File: src/hdl/lss_map.svh
// lss_map.svh: offsets, fields and timing counts of the led startup sequencer
// assumes: included by bare name from the design module and the bench
`ifndef LSS_MAP_SVH
`define LSS_MAP_SVH
// register word addresses (avalon word address)
`define LSS_A_CTRL 3'h0
`define LSS_A_STAT 3'h1
`define LSS_A_IRQ_ST 3'h2
`define LSS_A_IRQ_MSK 3'h3
`define LSS_A_CHAN 3'h4
// ctrl fields
`define LSS_CTRL_EN 0
`define LSS_CTRL_DIM 1
// irq bit positions
`define LSS_IRQ_UVP 0
`define LSS_IRQ_SHORT 1
`define LSS_IRQ_SS_DONE 2
`define LSS_IRQ_SHUTDN 3
`define LSS_IRQ_W 4
// timing counts, in switching-clock cycles
`define LSS_OFF_STD 32768
`define LSS_OFF_LF 8192
`define LSS_DET_STD 3584
`define LSS_DET_LF 832
// soft start time 21.5 ms expressed in ns, converted with the 25 ns clock period
`define LSS_SS_TIME_NS 21500000
`define LSS_CLK_NS 25
`define LSS_SS_CYC (`LSS_SS_TIME_NS / `LSS_CLK_NS)
`endif

File: src/hdl/lss_pkg.sv
// lss_pkg.sv: types of the led startup sequencer
// assumes: lss_map.svh is on the include path
package lss_pkg;
   typedef enum logic [3:0] {
      LSS_SLEEP,
      LSS_GATE,
      LSS_WAIT_DIM,
      LSS_DETECT,
      LSS_SHORT_HOLD,
      LSS_SOFT,
      LSS_RUN,
      LSS_LATCHED
   } lss_state_t;
   // per-pin comparator levels from the analog front end
   typedef struct packed {
      logic above_120;
      logic above_230;
      logic above_340;
   } lss_pin_t;
   // power-up fault indications
   typedef struct packed {
      logic out_short;
      logic pin_short;
      logic frequency_set_resistor_bad;
      logic current_set_resistor_bad;
   } lss_pwr_flt_t;
endpackage

File: src/hdl/lss_sequencer.sv
// lss_sequencer.sv: startup and fault sequencer for a four-channel led string driver
// assumes: analog indications arrive asynchronously and pass two flops; avalon-mm master on clk_i
//
// What this block does
// - wake only with enable high and supply ok
// - boost and channels wait for dimming high
// - start switching only without power-up faults
// - enable low over 32k cycles (8k with LOW_FREQ) shuts down
// - host may toggle dimming, or tie lines
// - turn on disconnect drive, then check pins
// - detect once gate reached and dimming high
// - wait 3584 (or 832) cycles after threshold
// - classify pins: short, unused, in use
// - unused channels disabled after detection
// - pin short holds off soft start, auto-recovers
// - output below undervoltage level during soft start is a fault
// - undervoltage fault shuts down and latches
// - latch clears on lockout or long enable low
// - latch clears on long dimming low, clock runs
// - clock output active once awake
// - soft start ends on regulation, 93%, timer
`timescale 1ns/1ps
`include "lss_map.svh"
module lss_sequencer #(
   parameter bit LOW_FREQ = 1'b0,
   parameter int NCH = 4,
   parameter int OFF_STD = `LSS_OFF_STD,
   parameter int OFF_LF = `LSS_OFF_LF,
   parameter int SS_CYC = `LSS_SS_CYC
) (
   input wire logic clk_i,
   input wire logic arst_n_i,
   input wire logic [2:0] avs_address_i,
   input wire logic avs_read_i,
   input wire logic avs_write_i,
   input wire logic [31:0] avs_writedata_i,
   input wire logic [3:0] avs_byteenable_i,
   output logic [31:0] avs_readdata_o,
   output logic avs_waitrequest_o,
   input wire logic enable_pin_i,
   input wire logic dimming_pin_i,
   input wire logic supply_lockout_level_i,
   input wire logic gate_reached_i,
   input wire logic out_above_uvp_i,
   input wire logic out_at_93pct_i,
   input wire logic [NCH-1:0] chan_in_reg_i,
   input wire lss_pkg::lss_pwr_flt_t pwr_flt_i,
   input wire lss_pkg::lss_pin_t [NCH-1:0] chan_pin_i,
   output logic clock_output_en_o,
   output logic gate_drive_o,
   output logic boost_en_o,
   output logic soft_start_o,
   output logic [NCH-1:0] chan_en_o,
   output logic output_undervoltage_fault_o,
   output logic irq_o
);
   localparam int OFF_CYC = LOW_FREQ ? OFF_LF : OFF_STD;
   localparam int DET_CYC = LOW_FREQ ? `LSS_DET_LF : `LSS_DET_STD;
   localparam int W_IN = 8 + 3 * NCH;
   // one timer serves detection and soft start, so it must hold the larger count
   localparam int W_SS = $clog2((SS_CYC > DET_CYC ? SS_CYC : DET_CYC) + 1);

   ////////////////////////////////////////////////////////////////
   // input synchronisers
   logic [W_IN-1:0] raw_w;
   logic [W_IN-1:0] s1_r;
   logic [W_IN-1:0] s2_r;
   assign raw_w = {enable_pin_i, dimming_pin_i, supply_lockout_level_i, gate_reached_i,
                   out_above_uvp_i, out_at_93pct_i, |pwr_flt_i, 1'b0, chan_pin_i};
   always_ff @(posedge clk_i or negedge arst_n_i)
   begin
      if (!arst_n_i)
      begin
         s1_r <= '0;
         s2_r <= '0;
      end
      else
      begin
         s1_r <= raw_w;
         s2_r <= s1_r;
      end
   end
   logic [NCH-1:0] reg_s1_r;
   logic [NCH-1:0] reg_s2_r;
   always_ff @(posedge clk_i or negedge arst_n_i)
   begin
      if (!arst_n_i)
      begin
         reg_s1_r <= '0;
         reg_s2_r <= '0;
      end
      else
      begin
         reg_s1_r <= chan_in_reg_i;
         reg_s2_r <= reg_s1_r;
      end
   end

   ////////////////////////////////////////////////////////////////
   // registers reachable by software; ctrl bits are or'ed with pins
   logic [1:0] ctrl_r;
   logic [`LSS_IRQ_W-1:0] irq_st_r;
   logic [`LSS_IRQ_W-1:0] irq_msk_r;
   wire en_w = s2_r[W_IN-1] | ctrl_r[`LSS_CTRL_EN];
   wire dim_w = s2_r[W_IN-2] | ctrl_r[`LSS_CTRL_DIM];
   wire sup_ok_w = s2_r[W_IN-3];
   wire gate_ok_w = s2_r[W_IN-4];
   wire out_ok_w = s2_r[W_IN-5];
   wire out93_w = s2_r[W_IN-6];
   wire pwr_flt_w = s2_r[W_IN-7];
   lss_pkg::lss_pin_t [NCH-1:0] pin_w;
   assign pin_w = s2_r[3*NCH-1:0];

   ////////////////////////////////////////////////////////////////
   // long-low counters for enable and dimming
   localparam int W_OFF = $clog2(OFF_CYC + 2);
   logic [W_OFF-1:0] en_lo_cnt_r;
   logic [W_OFF-1:0] dim_lo_cnt_r;
   wire en_long_low_w = en_lo_cnt_r > W_OFF'(OFF_CYC);
   wire dim_long_low_w = dim_lo_cnt_r > W_OFF'(OFF_CYC);
   always_ff @(posedge clk_i or negedge arst_n_i)
   begin
      if (!arst_n_i)
      begin
         en_lo_cnt_r <= '0;
         dim_lo_cnt_r <= '0;
      end
      else
      begin
         en_lo_cnt_r <= en_w ? '0 : (en_long_low_w ? en_lo_cnt_r : en_lo_cnt_r + 1'b1);
         dim_lo_cnt_r <= (dim_w || !en_w) ? '0 : (dim_long_low_w ? dim_lo_cnt_r : dim_lo_cnt_r + 1'b1);
      end
   end

   ////////////////////////////////////////////////////////////////
   // sequencer
   lss_pkg::lss_state_t st_r;
   lss_pkg::lss_state_t st_nxt;
   logic [W_SS-1:0] tmr_r;
   logic [NCH-1:0] unused_r;
   wire [NCH-1:0] short_w;
   wire [NCH-1:0] unused_w;
   genvar g;
   generate
      for (g = 0; g < NCH; g++)
      begin : g_cls
         assign short_w[g] = !pin_w[g].above_120;
         assign unused_w[g] = pin_w[g].above_230 && !pin_w[g].above_340;
      end
   endgenerate
   wire thr_w = &{pin_w[0].above_120, 1'b1} | (|(~short_w)); // detection threshold seen on any pin
   wire det_done_w = tmr_r == W_SS'(DET_CYC);
   wire any_short_w = |short_w;
   // take the fresh classification on the edge that ends detection, else an unused channel glitches on
   wire [NCH-1:0] used_w = ~((st_r == lss_pkg::LSS_DETECT && det_done_w) ? unused_w : unused_r);
   wire all_reg_w = &(reg_s2_r | unused_r);
   wire ss_end_w = all_reg_w || out93_w || tmr_r >= W_SS'(SS_CYC);
   wire shut_w = en_long_low_w || !sup_ok_w;

   always_comb
   begin
      st_nxt = st_r;
      case (st_r)
         lss_pkg::LSS_SLEEP:
            if (en_w && sup_ok_w) st_nxt = lss_pkg::LSS_GATE;
         lss_pkg::LSS_GATE:
            if (gate_ok_w) st_nxt = lss_pkg::LSS_WAIT_DIM;
         lss_pkg::LSS_WAIT_DIM:
            if (dim_w && gate_ok_w && !pwr_flt_w) st_nxt = lss_pkg::LSS_DETECT;
         lss_pkg::LSS_DETECT:
            if (det_done_w) st_nxt = any_short_w ? lss_pkg::LSS_SHORT_HOLD : lss_pkg::LSS_SOFT;
         lss_pkg::LSS_SHORT_HOLD:
            if (!any_short_w) st_nxt = lss_pkg::LSS_SOFT;
         lss_pkg::LSS_SOFT:
            if (!out_ok_w) st_nxt = lss_pkg::LSS_LATCHED;
            else if (ss_end_w) st_nxt = lss_pkg::LSS_RUN;
         lss_pkg::LSS_RUN:
            st_nxt = lss_pkg::LSS_RUN;
         lss_pkg::LSS_LATCHED:
            if (dim_long_low_w) st_nxt = lss_pkg::LSS_WAIT_DIM;
         default:
            st_nxt = lss_pkg::LSS_SLEEP;
      endcase
      if (shut_w) st_nxt = lss_pkg::LSS_SLEEP;
   end

   always_ff @(posedge clk_i or negedge arst_n_i)
   begin
      if (!arst_n_i)
         st_r <= lss_pkg::LSS_SLEEP;
      else
         st_r <= st_nxt;
   end

   // timer: detection delay counts only once threshold seen; soft start counts from entry
   always_ff @(posedge clk_i or negedge arst_n_i)
   begin
      if (!arst_n_i)
         tmr_r <= '0;
      else if (st_nxt != st_r)
         tmr_r <= '0;
      else if ((st_r == lss_pkg::LSS_DETECT && thr_w && !det_done_w) || st_r == lss_pkg::LSS_SOFT)
         tmr_r <= tmr_r + 1'b1;
   end

   always_ff @(posedge clk_i or negedge arst_n_i)
   begin
      if (!arst_n_i)
         unused_r <= '0;
      else if (st_r == lss_pkg::LSS_DETECT && det_done_w)
         unused_r <= unused_w;
      else if (st_r == lss_pkg::LSS_SLEEP)
         unused_r <= '0;
   end

   ////////////////////////////////////////////////////////////////
   // outputs, all registered
   wire boosting_w = (st_nxt == lss_pkg::LSS_SOFT || st_nxt == lss_pkg::LSS_RUN);
   always_ff @(posedge clk_i or negedge arst_n_i)
   begin
      if (!arst_n_i)
      begin
         clock_output_en_o <= 1'b0;
         gate_drive_o <= 1'b0;
         boost_en_o <= 1'b0;
         soft_start_o <= 1'b0;
         chan_en_o <= '0;
         output_undervoltage_fault_o <= 1'b0;
      end
      else
      begin
         clock_output_en_o <= st_nxt != lss_pkg::LSS_SLEEP;
         gate_drive_o <= st_nxt != lss_pkg::LSS_SLEEP && st_nxt != lss_pkg::LSS_LATCHED;
         // dimming gates current in both phases; host toggles it for brightness
         boost_en_o <= boosting_w && dim_w;
         soft_start_o <= st_nxt == lss_pkg::LSS_SOFT;
         chan_en_o <= (boosting_w && dim_w) ? used_w : '0;
         output_undervoltage_fault_o <= st_nxt == lss_pkg::LSS_LATCHED;
      end
   end

   ////////////////////////////////////////////////////////////////
   // avalon slave: registered answers after one wait cycle
   logic ack_r;
   wire req_w = (avs_read_i || avs_write_i) && !ack_r;
   wire wr_w = avs_write_i && ack_r;
   wire [`LSS_IRQ_W-1:0] ev_w;
   assign ev_w[`LSS_IRQ_UVP] = st_nxt == lss_pkg::LSS_LATCHED && st_r != lss_pkg::LSS_LATCHED;
   assign ev_w[`LSS_IRQ_SHORT] = st_nxt == lss_pkg::LSS_SHORT_HOLD && st_r != lss_pkg::LSS_SHORT_HOLD;
   assign ev_w[`LSS_IRQ_SS_DONE] = st_nxt == lss_pkg::LSS_RUN && st_r == lss_pkg::LSS_SOFT;
   assign ev_w[`LSS_IRQ_SHUTDN] = st_nxt == lss_pkg::LSS_SLEEP && st_r != lss_pkg::LSS_SLEEP;
   wire clr_w = wr_w && avs_address_i == `LSS_A_IRQ_ST && avs_byteenable_i[0];
   logic [31:0] rd_w;
   always_comb
   begin
      case (avs_address_i)
         `LSS_A_CTRL: rd_w = {30'h0, ctrl_r};
         `LSS_A_STAT: rd_w = {28'h0, st_r};
         `LSS_A_IRQ_ST: rd_w = {28'h0, irq_st_r};
         `LSS_A_IRQ_MSK: rd_w = {28'h0, irq_msk_r};
         `LSS_A_CHAN: rd_w = {24'h0, 4'(unused_r), 4'(chan_en_o)};
         default: rd_w = 32'h0;
      endcase
   end
   always_ff @(posedge clk_i or negedge arst_n_i)
   begin
      if (!arst_n_i)
      begin
         ack_r <= 1'b0;
         avs_waitrequest_o <= 1'b1;
         avs_readdata_o <= 32'h0;
         ctrl_r <= 2'h0;
         irq_msk_r <= '0;
         irq_st_r <= '0;
         irq_o <= 1'b0;
      end
      else
      begin
         ack_r <= req_w;
         avs_waitrequest_o <= !req_w;
         if (req_w)
            avs_readdata_o <= rd_w;
         if (wr_w && avs_address_i == `LSS_A_CTRL && avs_byteenable_i[0])
            ctrl_r <= avs_writedata_i[1:0];
         if (wr_w && avs_address_i == `LSS_A_IRQ_MSK && avs_byteenable_i[0])
            irq_msk_r <= avs_writedata_i[`LSS_IRQ_W-1:0];
         // set beats clear in the same cycle
         irq_st_r <= (irq_st_r & ~(clr_w ? avs_writedata_i[`LSS_IRQ_W-1:0] : '0)) | ev_w;
         irq_o <= |(((irq_st_r & ~(clr_w ? avs_writedata_i[`LSS_IRQ_W-1:0] : '0)) | ev_w) & irq_msk_r);
      end
   end

   ////////////////////////////////////////////////////////////////
   // assertions
   wake_guard_a: assert property (@(posedge clk_i) disable iff (!arst_n_i)
      st_r == lss_pkg::LSS_SLEEP && st_nxt != lss_pkg::LSS_SLEEP |-> en_w && sup_ok_w)
      else $error("woke without enable and supply");
   dim_gate_a: assert property (@(posedge clk_i) disable iff (!arst_n_i)
      boost_en_o |-> $past(dim_w))
      else $error("boost on without dimming high");
   pwr_check_a: assert property (@(posedge clk_i) disable iff (!arst_n_i)
      st_r == lss_pkg::LSS_WAIT_DIM && pwr_flt_w |=> st_r != lss_pkg::LSS_DETECT)
      else $error("detection began despite power-up fault");
   long_low_a: assert property (@(posedge clk_i) disable iff (!arst_n_i)
      en_long_low_w |=> st_r == lss_pkg::LSS_SLEEP)
      else $error("no shutdown after long enable low");
   gate_first_a: assert property (@(posedge clk_i) disable iff (!arst_n_i)
      st_r == lss_pkg::LSS_GATE && !shut_w |=> gate_drive_o)
      else $error("disconnect drive not on");
   det_start_a: assert property (@(posedge clk_i) disable iff (!arst_n_i)
      st_r == lss_pkg::LSS_WAIT_DIM && st_nxt == lss_pkg::LSS_DETECT |-> gate_ok_w && dim_w)
      else $error("detection started early");
   det_delay_a: assert property (@(posedge clk_i) disable iff (!arst_n_i)
      st_r == lss_pkg::LSS_DETECT && st_nxt != lss_pkg::LSS_DETECT && !shut_w |-> tmr_r == W_SS'(DET_CYC))
      else $error("detection delay wrong");
   unused_off_a: assert property (@(posedge clk_i) disable iff (!arst_n_i)
      (chan_en_o & unused_r) == '0)
      else $error("unused channel enabled");
   short_hold_a: assert property (@(posedge clk_i) disable iff (!arst_n_i)
      st_r == lss_pkg::LSS_SHORT_HOLD && any_short_w |=> !soft_start_o)
      else $error("soft start during pin short");
   uvp_latch_a: assert property (@(posedge clk_i) disable iff (!arst_n_i)
      st_r == lss_pkg::LSS_SOFT && !out_ok_w && !shut_w |=> output_undervoltage_fault_o && !boost_en_o)
      else $error("undervoltage not latched");
   clk_keep_a: assert property (@(posedge clk_i) disable iff (!arst_n_i)
      st_r == lss_pkg::LSS_LATCHED && !shut_w |=> clock_output_en_o)
      else $error("clock output stopped while latched");
   ss_cover_c: cover property (@(posedge clk_i) disable iff (!arst_n_i) st_r == lss_pkg::LSS_RUN);
   short_cover_c: cover property (@(posedge clk_i) disable iff (!arst_n_i) st_r == lss_pkg::LSS_SHORT_HOLD);
   latch_cover_c: cover property (@(posedge clk_i) disable iff (!arst_n_i)
      st_r == lss_pkg::LSS_LATCHED ##1 st_r == lss_pkg::LSS_WAIT_DIM);
endmodule

File: config.mk
export PLATFORM = sky130hd
export DESIGN_NAME = lss_sequencer
export DESIGN_NICKNAME = d
export VERILOG_FILES = /design/src/hdl/lss_pkg.sv /design/src/hdl/lss_sequencer.sv
export VERILOG_INCLUDE_DIRS = /design/src /design/src/hdl
export SDC_FILE = /design/constraint.sdc
export NUM_CORES = 1
export LEC_CHECK = 0
export ABC_AREA = 1
export BUFFER_PORTS_ARGS = -buffer_cell sky130_fd_sc_hd__buf_2
export CORE_ASPECT_RATIO = 0.8
export CORE_MARGIN = 3
export CORE_UTILIZATION = 55
export CTS_BUF_LIST = sky130_fd_sc_hd__clkbuf_4
export DETAILED_ROUTE_END_ITERATION = 8
export GPL_ROUTABILITY_DRIVEN = 0
export HOLD_SLACK_MARGIN = 0.02
export PLACE_DENSITY = 0.79
export SKIP_CTS_REPAIR_TIMING = 1
export SYNTH_ARGS = -nofsm -noshare
export SYNTH_HDL_FRONTEND = slang
export SYNTH_SLANG_ARGS = --single-unit
File: constraint.sdc
create_clock -name clk_i -period 2.3 [get_ports clk_i]
set_input_delay 0.23 -clock clk_i [delete_from_list [all_inputs] [get_ports clk_i]]
set_output_delay 0.23 -clock clk_i [all_outputs]
set_load 0.03 [all_outputs]
# Yosys cells after proc, flatten, opt, wreduce, memory -nomap -nowiden
# Index checks and enable logic that the tools add are counted.
dict set report totals {
  out_inout_bits 43
  register_bits 160
}
dict set report op_classes {
  n_eq_ne 22
  add_sub_neg 3
  reduce_logical 57
  n_lt_le_gt_ge 3
  mux 23
  n_bitwise 10
}
# operator n
set op_table {}
lappend op_table {{$mux W16} 4}
lappend op_table {{$mux W4} 14}
lappend op_table {{$mux W20} 2}
lappend op_table {{$pmux W8 S5} 1}
lappend op_table {{$add A16 B1 Y16 const B} 2}
lappend op_table {{$eq A4 B3 Y1 const B} 8}
lappend op_table {{$gt A16 B16 Y1 const B} 2}
lappend op_table {{$pmux W4 S8} 1}
lappend op_table {{$logic_and A1 B1 Y1} 24}
lappend op_table {{$add A20 B1 Y20 const B} 1}
lappend op_table {{$eq A20 B12 Y1 const B} 1}
lappend op_table {{$ge A20 B20 Y1 const B} 1}
lappend op_table {{$reduce_or A4 Y1} 4}
lappend op_table {{$logic_not A1 Y1} 14}
lappend op_table {{$ne A4 B3 Y1 const B} 3}
lappend op_table {{$not A4 Y4} 3}
lappend op_table {{$and A4 B4 Y4} 2}
lappend op_table {{$eq A4 B2 Y1 const B} 2}
lappend op_table {{$logic_not A4 Y1} 2}
lappend op_table {{$or A4 B4 Y4} 2}
lappend op_table {{$reduce_bool A4 Y1} 2}
lappend op_table {{$logic_or A1 B1 Y1} 7}
lappend op_table {{$eq A3 B2 Y1 const B} 2}
lappend op_table {{$eq A4 B1 Y1 const B} 1}
lappend op_table {{other kinds (10)} 13}

# Longest topological paths before layout
# Gate-level depths: netlist (run 1).
dict set report depth {
  ltp_word 13
  mapped_depth 17
}

# Least setup slack after synthesis (run 1)
# OpenSTA, ideal clock, no wires.
dict set report synth_timing {
  path_type {reg2reg}
  from {reg dim_lo_cnt_r[0]}
  to {reg tmr_r[14]}
  setup_time_ns 0.069
  arrival_time_ns 1.766
  n_path_buf 1
  slack_ns 0.466
  stages_incl_launch_ff 16
  cell_sequence {dfrtp_1 -> inv_1 -> ha_1 -> nand3_1 -> nor2_1 -> nand2_1 -> nand2_2 -> nand2_2 -> nand2_2 -> nor2_4 -> nand2_4 -> nand2_4 -> xor2_2 -> nand3_2 -> buf_6 -> nor2_2}
}
dict set report synth_between {
  elab_chain_cells 6
}
# element line_no
set synth_rtl {}
lappend synth_rtl {{start: declaration} lss_sequencer.sv:118} ;# logic [W_OFF-1:0] dim_lo_cnt_r;
lappend synth_rtl {{start signal: assignment} lss_sequencer.sv:131} ;# dim_lo_cnt_r <= (dim_w || !en_w) ? '0 : (dim_long_low_w ? dim_lo_cnt_r : dim_lo_cnt_r + 1'b1);
lappend synth_rtl {{$gt A16 B16 Y1 *} lss_sequencer.sv:120} ;# wire dim_long_low_w = dim_lo_cnt_r > W_OFF'(OFF_CYC);
lappend synth_rtl {{$mux W4 *} lss_sequencer.sv:180} ;# if (dim_long_low_w) st_nxt = lss_pkg::LSS_WAIT_DIM;
lappend synth_rtl {{$pmux W4 S8 *} lss_sequencer.sv:163} ;# case (st_r)
lappend synth_rtl {{$mux W4 *} lss_sequencer.sv:184} ;# if (shut_w) st_nxt = lss_pkg::LSS_SLEEP;
lappend synth_rtl {{$ne A4 B4 Y1 *} lss_sequencer.sv:200} ;# else if (st_nxt != st_r)
lappend synth_rtl {{$mux W20 or $reduce_bool A2 Y1 (tied branches)} --}
lappend synth_rtl {{end signal: assignment} lss_sequencer.sv:203} ;# tmr_r <= tmr_r + 1'b1;
lappend synth_rtl {{end: declaration} lss_sequencer.sv:139} ;# logic [W_SS-1:0] tmr_r;
# Every way passes the cells marked *; elsewhere a longest branch is shown, timed or not.
# A chain may end at the register's enable or synchronous reset.

# Worst setup path in the final report (run 1)
dict set report layout_timing {
  from {reg en_lo_cnt_r[1]}
  to {reg tmr_r[12]}
}
dict set report layout_between {
  elab_chain_cells 5
}
# element line_no
set layout_rtl {}
lappend layout_rtl {{start: declaration} lss_sequencer.sv:117} ;# logic [W_OFF-1:0] en_lo_cnt_r;
lappend layout_rtl {{start signal: assignment} lss_sequencer.sv:130} ;# en_lo_cnt_r <= en_w ? '0 : (en_long_low_w ? en_lo_cnt_r : en_lo_cnt_r + 1'b1);
lappend layout_rtl {{$gt A16 B16 Y1 *} lss_sequencer.sv:119} ;# wire en_long_low_w = en_lo_cnt_r > W_OFF'(OFF_CYC);
lappend layout_rtl {{$logic_or A1 B1 Y1 *} lss_sequencer.sv:158} ;# wire shut_w = en_long_low_w || !sup_ok_w;
lappend layout_rtl {{$mux W4 *} lss_sequencer.sv:184}
lappend layout_rtl {{net st_nxt[2]} lss_sequencer.sv:138} ;# lss_pkg::lss_state_t st_nxt;
lappend layout_rtl {{$ne A4 B4 Y1 *} lss_sequencer.sv:200}
lappend layout_rtl {{$mux W20 or $reduce_bool A2 Y1 (tied branches)} --}
# The timed path passes the listed nets; every way through them passes the cells marked *.

==> results of run 1 <==
power breakdown:
part	internal (mW)	leakage, nW	switching, mW	total, mW
combinational	0.216	1.67	0.374	0.590
clock	0.588	0.142	0.916	1.50
sequential	2.50	1.75	0.0699	2.57
total	3.30	3.56	1.36	4.66
logic make-up (layout without fill, tap and decap cells):
logic type	Yosys count	count (layout)	share of synthesized area, %
AO/OA/AOI/OAI	89	89	8.23
XOR/XNOR	15	15	2.21
adder cells (fa/ha/maj)	6	6	1.19
buffers and inverters	121	226	9.14
flip-flops	136	136	54.1
other	1	25	0.0595
AND/OR/NAND/NOR	329	329	25.1
metal layers:
layer	wire length, um	vias to the layer above	GRT usage [%]
li1	-	2442	-
met1	5960	2407	27.6
met2	6680	183	34.3
met3	929	27	7.22
met4	242	0	5.83
met5	0	-	0
worst paths after layout:
kind,end,slack [ns],depth (start not counted),startpoint
min,ctrl_r[0],0.10,4,avs_address_i[0]
max in group asynchronous,avs_waitrequest_o,1.44,3,arst_n_i
max reg2reg,tmr_r[12],0.06,13,en_lo_cnt_r[1]
min reg2reg,s2_r[9],0.36,0,s1_r[9]
min in group asynchronous,en_lo_cnt_r[8],0.18,2,arst_n_i
max,tmr_r[12],0.06,13,en_lo_cnt_r[1]
registers in the layout (all words and copies together) (netlist names):
| signal | flops |
|---|---|
| ack_r | 1 |
| avs_readdata_o | 8 |
| avs_waitrequest_o | 1 |
| boost_en_o | 1 |
| chan_en_o | 4 |
| clock_output_en_o | 1 |
| ctrl_r | 2 |
| dim_lo_cnt_r | 16 |
| en_lo_cnt_r | 16 |
| gate_drive_o | 1 |
| irq_msk_r | 4 |
| irq_o | 1 |
| irq_st_r | 4 |
| output_undervoltage_fault_o | 1 |
| reg_s1_r | 4 |
| reg_s2_r | 4 |
| s1_r | 19 |
| s2_r | 19 |
| soft_start_o | 1 |
| st_r | 4 |
| tmr_r | 20 |
| unused_r | 4 |
worst max-delay path, stage by stage, from the launching register on:
cell and delay [ns]:
dfrtp_1 0.43, inv_2 0.10, ha_4 0.13, nand3b_1 0.11, nor2_2 0.16, nand3_2 0.13, a21boi_4 0.25, nand2_4 0.09
inv_4 0.07, nor2_4 0.03, nor3_4 0.23, nand3_4 0.15, clkbuf_16 0.21, nor2_2 0.08
through the flow:
stage	worst slack [ns]	utilization, %
floorplan	0.466	-
global placement	0.189	60.8
detailed placement	0.100	60.8
CTS	0.0556	63.2
global route	-0.119	68.0
finish	0.0569	68.0
cell type report:
type	count	area share (%)
repair buffers	106	10.7
well taps	144	2.41
inverters	88	4.44
clock inverters	12	1.62
clock buffers	20	2.01
multi-input cells	464	33.4
flip-flops and latches	136	45.5
placed cells by master (no fill, tap or decap), types with 6 or more instances in the layout:
cell type	synthesis	routed
dfrtp_1	135	134
nand2_1	120	119
inv_1	82	78
nor2_1	74	71
buf_2	1	55
o21ai_0	42	42
nand3_1	37	36
dlygate4sd3_1	0	31
conb_1	1	25
nor2_2	23	23
a21oi_1	23	23
nor3_1	21	21
clkbuf_4	0	20
buf_4	26	15
xor2_1	12	12
nand2_2	13	11
nand4_1	11	11
inv_2	6	9
nor2_4	3	6
==> results.py, run 1 <==
metrics = {
    "run_status": {
        "status": "finished clean",
    },
    "logic_synthesis": {
        "syn_avg_cell_area_sq_um": 9.03,
        "synth_top_area_share_pct": 53.6,
        "ys_top_cells_by_count": "135 x dfrtp_1, 120 x nand2_1, 82 x inv_1",
        "synth_top_area_cell": "dfrtp_1",
        "synth_cell_type_count": 50,
        "ys_seq_area_share_pct": 54.1,
        "ys_warn_count": 0,
        "syn_area_sq_um": 6300,
        "synth_edf_count": 0,
        "synthFlopType": "dfrtp_1",
        "ys_top_cells_by_area": "dfrtp_1 54%, nand2_1 7.2%, inv_1 4.9%",
        "synthArstFlopShare_pct": 100,
        "yosysMostFrequentCell": "dfrtp_1",
        "netlist_instances": 697,
        "ys_ff_latch": 136,
    },
    "floorplanning": {
        "start_util_pct": 57.2,
        "dieWidth_um": 126,
        "rows": 34,
        "die_area_sq_um": 12800,
        "coreArea_sq_um": 11000,
        "die_y_um": 102,
        "io_pins": 112,
    },
    "finish": {
        "seq_area_sq_um": 3410,
        "fillerInstances": 809,
        "multiInputGateArea_sq_um": 2500,
        "n_antenna_cell": 0,
        "layout-drive-gt1-share_pct": 21.9,
        "num-nets-final": 888,
        "area_delta_synth_final_pct": 18.9,
        "postLayoutCellArea_sq_um": 7490,
        "instances_no_fill": 970,
    },
    "placed_design": {
        "portBuffers": 56,
        "placed_area_sq_um": 6690,
        "placed_cells_incl_taps": 896,
        "place_hpwl_um": 9470,
    },
    "power_and_ir_drop": {
        "vdd_ir_drop_max_v": 0.000479,
        "leakage_nw": 3.56,
        "p_per_area_nw_per_um2": 623,
        "total_power_mw": 4.66,
    },
    "clock_tree": {
        "cts-root-buf": "clkbuf_4",
        "clock_sinks": 136,
        "cts_buffer_depth": 2,
        "cts.clk_slew.worst_paths_ns": 0.12,
        "cts_tree": "done",
        "htree_levels": 4,
        "cts_buffers": 17,
        "clkLatencyLatePin_ns": 0.56,
    },
    "critical_path": {
        "start_kind": "flip-flop",
        "required_ns": 2.78,
        "crit_path_end_kind": "flip-flop",
        "cp_max_fo": 10,
        "worstPathArrival_ns": 2.72,
        "critPathKind": "flip-flop to flip-flop",
    },
    "detailed_routing": {
        "detail-route-antenna-nets": 0,
        "drc": 0,
        "routedWlPerCell_um": 14.2,
        "routed_wirelength_um": 13800,
        "avgViaCountPerCell": 5.22,
        "firstDrtPassIters": 5,
        "drt-initial-drc-count": 372,
        "vias": 5059,
    },
    "grt": {
        "grt_pass1_vias": 4753,
        "grtUsageTotal_pct": 21.2,
        "grt_max_degree": 55,
        "antenna_found_initial": 0,
        "gr-total-overflow": 0,
        "grt_first_pass_wirelength_um": 21500,
    },
    "sta": {
        "finalHoldViolCount": 0,
        "fin_setup_tns_ns": 0,
        "finalCritPeriodShare_pct": 97.5,
        "max_slew_margin_pct": 66.0,
        "worst_pin_slew_ns": 0.509,
        "drv_slew": 0,
        "fin_skew_ns": 0.0218,
        "setup_viol": 0,
        "period_needed_ns": 2.24,
        "whs_ns": 0.105,
        "fmax_mhz": 446,
    },
    "flow_run": {
        "cap_violations": 0,
    },
    "min_path": {
        "hold_path_class": "primary input to flip-flop",
    },
}
(Power assumes the default switching activity.)
==> run 2: changes to the inputs <==
- CORE_MARGIN: 3 -> 2
- CORE_UTILIZATION: 55 -> 58
- PLACE_DENSITY: 0.79 -> 0.82
==> results.py, run 2 (synthesized netlist as in run 1, its figures left out) <==
metrics = {
    "detailed_routing": {
        "drt-initial-drc-count": 276,
        "vias": 5020,
        "routedWlPerCell_um": 13.8,
        "drc": 0,
        "firstDrtPassIters": 7,
        "detail-route-antenna-nets": 0,
        "routed_wirelength_um": 13200,
        "avgViaCountPerCell": 5.23,
    },
    "clock_tree": {
        "htree_levels": 4,
        "cts-root-buf": "clkbuf_4",
        "cts.clk_slew.worst_paths_ns": 0.13,
        "clkLatencyLatePin_ns": 0.54,
        "cts_buffer_depth": 2,
        "cts_buffers": 17,
        "cts_tree": "done",
        "clock_sinks": 136,
    },
    "floorplanning": {
        "io_pins": 112,
        "rows": 34,
        "coreArea_sq_um": 10700,
        "dieWidth_um": 120,
        "start_util_pct": 58.7,
        "die_y_um": 97.2,
        "die_area_sq_um": 11700,
    },
    "run_status": {
        "status": "finished clean",
    },
    "finish": {
        "final_cell_mix": "135 x dfrtp_1, 120 x nand2_1, 82 x inv_1, 73 x nor2_1, 55 x buf_2",
        "area_delta_synth_final_pct": 15.9,
        "regMostFlops": "tmr_r",
        "largest_register_ffs": 20,
        "postLayoutCellArea_sq_um": 7300,
        "layout-drive-gt1-share_pct": 19.5,
        "top_regs": "tmr_r (20), s1_r (19), s2_r (19)",
        "layout_commonest_cell": "dfrtp_1",
        "num-nets-final": 877,
        "fillerInstances": 797,
        "n_antenna_cell": 0,
    },
    "sta": {
        "finalHoldViolCount": 0,
        "period_needed_ns": 2.16,
        "max_slew_margin_pct": 63.8,
        "fmax_mhz": 463,
        "finalCritPeriodShare_pct": 94.0,
        "drv_slew": 0,
        "fin_skew_ns": 0.0194,
        "worst_pin_slew_ns": 0.539,
        "setup_viol": 0,
        "rsz0062_at_grt": "yes",
        "whs_ns": 0.0307,
    },
    "critical_path": {
        "worstPathCellList": "inv_1 > ha_1 > nand3_1 > nor2_1 > nand2_1 > nand2_4 > nand2_2 > nand4_2 > nand2_2 > inv_2 > nor2_1 > nor3_2 > nand3_2 > buf_12 > nor2_2",
        "worstPathArrival_ns": 2.63,
        "rr_worst_depth": 15,
        "startpoint": "dim_lo_cnt_r[0]",
        "reg2reg_to": "tmr_r[14]",
        "cp_max_fo": 20,
        "slowest_stage": "dfrtp_1",
        "path_buf_inv": 3,
        "critPathKind": "flip-flop to flip-flop",
        "crit_path_end_kind": "flip-flop",
        "crit_family": "simple AND/OR/NAND/NOR gates",
        "max_stage_delay_ns": 0.42,
        "rrSetupSlack_ns": 0.14,
        "r2r-start": "dim_lo_cnt_r[0]",
        "start_kind": "flip-flop",
        "required_ns": 2.77,
    },
    "grt": {
        "antenna_found_initial": 0,
        "grt_pass1_vias": 4658,
        "grt_first_pass_wirelength_um": 20900,
        "gr-total-overflow": 0,
        "grtUsageTotal_pct": 22.5,
        "grt_max_degree": 62,
    },
    "power_and_ir_drop": {
        "vdd_ir_drop_max_v": 0.000549,
        "p_per_area_nw_per_um2": 646,
        "leakage_nw": 3.47,
    },
    "placed_design": {
        "portBuffers": 56,
        "place_hpwl_um": 9370,
        "placed_area_sq_um": 6690,
    },
    "min_path": {
        "min_from": "avs_writedata_i[3]",
        "holdPathEnd": "irq_msk_r[3]",
        "hold-path-cell-count": 3,
        "hold_path_class": "primary input to flip-flop",
    },
    "flow_run": {
        "cap_violations": 0,
    },
}
-- run 2: cell types whose count changed in the layout (fill, tap and decap cells not counted), sizes merged --
cell,change
buf,-7
bufinv,+1
clkbuf,-5
clkinv,-1
clkinvlp,-1
dlygate4sd3,-2
inv,+4
-- run 2: layout make-up --
cell class / instances / area, sq um / area share (%)
Clock inverter: 15 / 166 / 2.28
Timing Repair Buffer: 95 / 673 / 9.22
Sequential cell: 136 / 3400 / 46.7
Tap cell: 144 / 180 / 2.47
Multi-Input combinational cell: 464 / 2410 / 33.1
Inverter: 88 / 330 / 4.53
Clock buffer: 17 / 128 / 1.75
-- run 2: tightest hold or removal path, cell delays in order --
cell and delay, ns:
buf_2 0.10, inv_1 0.09, o21ai_0 0.12
-- run 2: worst max path at each step --
stage	to	slack [ns]	depth (start not counted)
2_1_floorplan	tmr_r[14]	0.47	15
3_3_place_gp	tmr_r[14]	0.26	15
3_5_place_dp	tmr_r[14]	0.14	15
5_1_grt	tmr_r[14]	-0.02	15
4_1_cts	tmr_r[14]	0.11	15
6_report	tmr_r[14]	0.14	15
-- run 2: per-stage QoR --
step           setup TNS (ns)  setup slack, ns  std cells  power [mW]  utilization [%]
2_1_floorplan               0            0.466        721        2.94                -
3_3_place_gp                0            0.256        896        3.07             62.4
3_5_place_dp                0            0.141        896        3.09             62.4
4_1_cts                     0            0.114        928        4.69             65.1
5_1_grt               -0.0384          -0.0204        959        4.93             68.1
6_report                    0            0.138        959        4.71             68.1
-- run 2: where the power goes --
group	leakage [nW]	internal (mW)	total [mW]	switching, mW
clock	0.153	0.671	1.62	0.946
combinational	1.56	0.179	0.533	0.354
sequential	1.75	2.50	2.56	0.0644
total	3.47	3.35	4.71	1.36
-- run 2: metal layers --
metal | global-route usage, % | part of all wire (%)
met4 | 7.69 | 2.1
met3 | 6.04 | 6.4
met1 | 31.0 | 43
met2 | 34.9 | 48
met5 | 0 | 0
==> run 3: changes to the inputs <==
- PLACE_DENSITY: 0.82 -> 0.83
==> results.py, run 3 (synthesized netlist as in run 1, its figures left out) <==
metrics = {
    "detailed_routing": {
        "routedWlPerCell_um": 14.3,
        "routed_wirelength_um": 13600,
        "vias": 5143,
        "avgViaCountPerCell": 5.37,
        "detail-route-antenna-nets": 0,
        "drc": 0,
        "drt-initial-drc-count": 453,
        "firstDrtPassIters": 7,
    },
    "finish": {
        "num-nets-final": 875,
        "layout-drive-gt1-share_pct": 19.8,
        "largest_register_ffs": 20,
        "instances_no_fill": 957,
        "final_cell_mix": "135 x dfrtp_1, 118 x nand2_1, 82 x inv_1, 72 x nor2_1, 55 x buf_2",
        "layout_commonest_cell": "dfrtp_1",
        "top_regs": "tmr_r (20), s1_r (19), s2_r (19)",
        "postLayoutCellArea_sq_um": 7300,
        "n_antenna_cell": 0,
        "area_delta_synth_final_pct": 16.0,
        "regMostFlops": "tmr_r",
        "final_util_pct": 68.1,
    },
    "sta": {
        "period_needed_ns": 2.18,
        "drv_slew": 0,
        "fmax_mhz": 458,
        "finalHoldViolCount": 0,
        "fin_skew_ns": 0.0149,
        "finalCritPeriodShare_pct": 94.8,
        "setup_viol": 0,
        "max_slew_margin_pct": 65.5,
        "worst_pin_slew_ns": 0.512,
        "rsz0062_at_grt": "yes",
    },
    "grt": {
        "grtUsageTotal_pct": 24.0,
        "grt_pass1_vias": 4827,
        "gr-total-overflow": 0,
        "grt_max_degree": 79,
        "antenna_found_initial": 0,
        "grt_first_pass_wirelength_um": 22100,
    },
    "critical_path": {
        "critPathKind": "flip-flop to flip-flop",
        "slowest_stage": "dfrtp_1",
        "crit_top_cell": "nand3_2",
        "reg2reg_to": "tmr_r[18]",
        "cp_max_fo": 20,
        "required_ns": 2.77,
        "r2r-start": "en_lo_cnt_r[0]",
        "rrSetupSlack_ns": 0.12,
        "max_stage_delay_ns": 0.42,
        "crit_path_end_kind": "flip-flop",
        "start_kind": "flip-flop",
        "worstPathCellList": "inv_1 > ha_1 > nand3b_1 > nor2_1 > nand3_2 > a21boi_4 > nand2_1 > xor2_1 > nand3_2 > buf_12 > nor2_2",
        "worstPathArrival_ns": 2.65,
        "rr_worst_depth": 11,
    },
    "floorplanning": {
        "io_pins": 112,
        "coreArea_sq_um": 10700,
        "start_util_pct": 58.7,
        "die_y_um": 97.2,
        "dieWidth_um": 120,
        "die_area_sq_um": 11700,
        "rows": 34,
    },
    "min_path": {
        "min_from": "avs_writedata_i[0]",
        "hold-path-cell-count": 3,
        "holdPathEnd": "irq_msk_r[0]",
        "hold_path_class": "primary input to flip-flop",
    },
    "power_and_ir_drop": {
        "leakage_nw": 3.47,
        "vdd_ir_drop_max_v": 0.000663,
        "p_per_area_nw_per_um2": 639,
    },
    "clock_tree": {
        "cts.clk_slew.worst_paths_ns": 0.12,
        "clkLatencyLatePin_ns": 0.54,
        "cts-root-buf": "clkbuf_4",
        "clock_sinks": 136,
        "cts_buffers": 17,
        "cts_tree": "done",
        "htree_levels": 4,
        "cts_buffer_depth": 2,
    },
    "placed_design": {
        "placed_cells_incl_taps": 895,
        "placed_area_sq_um": 6700,
        "portBuffers": 56,
        "place_hpwl_um": 9510,
    },
    "run_status": {
        "status": "finished clean",
    },
    "flow_run": {
        "cap_violations": 0,
    },
}
[run 3: cell count changes in the layout (fill, tap and decap cells not counted), moves of 2 or more]
cell / delta
inv_6: -4
buf_4: -3
clkinv_2: +2
clkinv_4: +2
nand2_1: -2
nand2_2: +2
[run 3: worst max-delay path, delay by kind of cell (launching register included)]
family | cells | cell delay (ns)
xor+xnor | 1 | 0.20
buf+inv | 2 | 0.28
flops | 1 | 0.42
simple gates | 6 | 0.80
compound gates | 1 | 0.24
fa+ha+maj | 1 | 0.16
[run 3: stage by stage]
stage,worst slack (ns),TNS [ns],hold slack (ns),total power [mW]
2_1_floorplan,0.466,0,-0.0656,2.94
3_3_place_gp,0.228,0,0.0520,3.07
3_5_place_dp,0.156,0,0.0593,3.10
4_1_cts,0.119,0,-0.535,4.64
5_1_grt,-0.0869,-0.440,0.0229,4.89
6_report,0.119,0,0.0416,4.67
[run 3: cell type report]
type | count | area [sq um]
Tap cell | 144 | 180
Fill cell | 816 | 3420
Timing Repair Buffer | 93 | 671
Inverter | 88 | 330
Sequential cell | 136 | 3400
Clock buffer | 18 | 135
Multi-Input combinational cell | 464 | 2430
Clock inverter | 14 | 151
[run 3: routing by layer]
metal  vias to the layer above  track usage, %  share of wire (%)
li1                       2405               -                  -
met1                      2468            32.4                 42
met2                       240            37.7                 49
met3                        30            6.81                7.1
met4                         0            7.78                2.0
met5                         -               0                  0
[run 3: worst max-delay path by stage]
stage | from | end | slack (ns) | cells after the start
after global placement | st_r[2] | tmr_r[19] | 0.23 | 12
after CTS | en_lo_cnt_r[0] | en_lo_cnt_r[12] | 0.12 | 11
after floorplan | dim_lo_cnt_r[0] | tmr_r[14] | 0.47 | 15
after global routing | en_lo_cnt_r[0] | irq_o | -0.09 | 14
final | en_lo_cnt_r[0] | tmr_r[18] | 0.12 | 11
after detailed placement | st_r[2] | tmr_r[19] | 0.16 | 12
[run 3: report_power, final]
| group | switching, mW | internal (mW) | total (mW) |
|---|---|---|---|
| Clock | 0.897 | 0.664 | 1.56 |
| Sequential | 0.0700 | 2.50 | 2.57 |
| Combinational | 0.360 | 0.178 | 0.538 |
| Total | 1.33 | 3.34 | 4.67 |
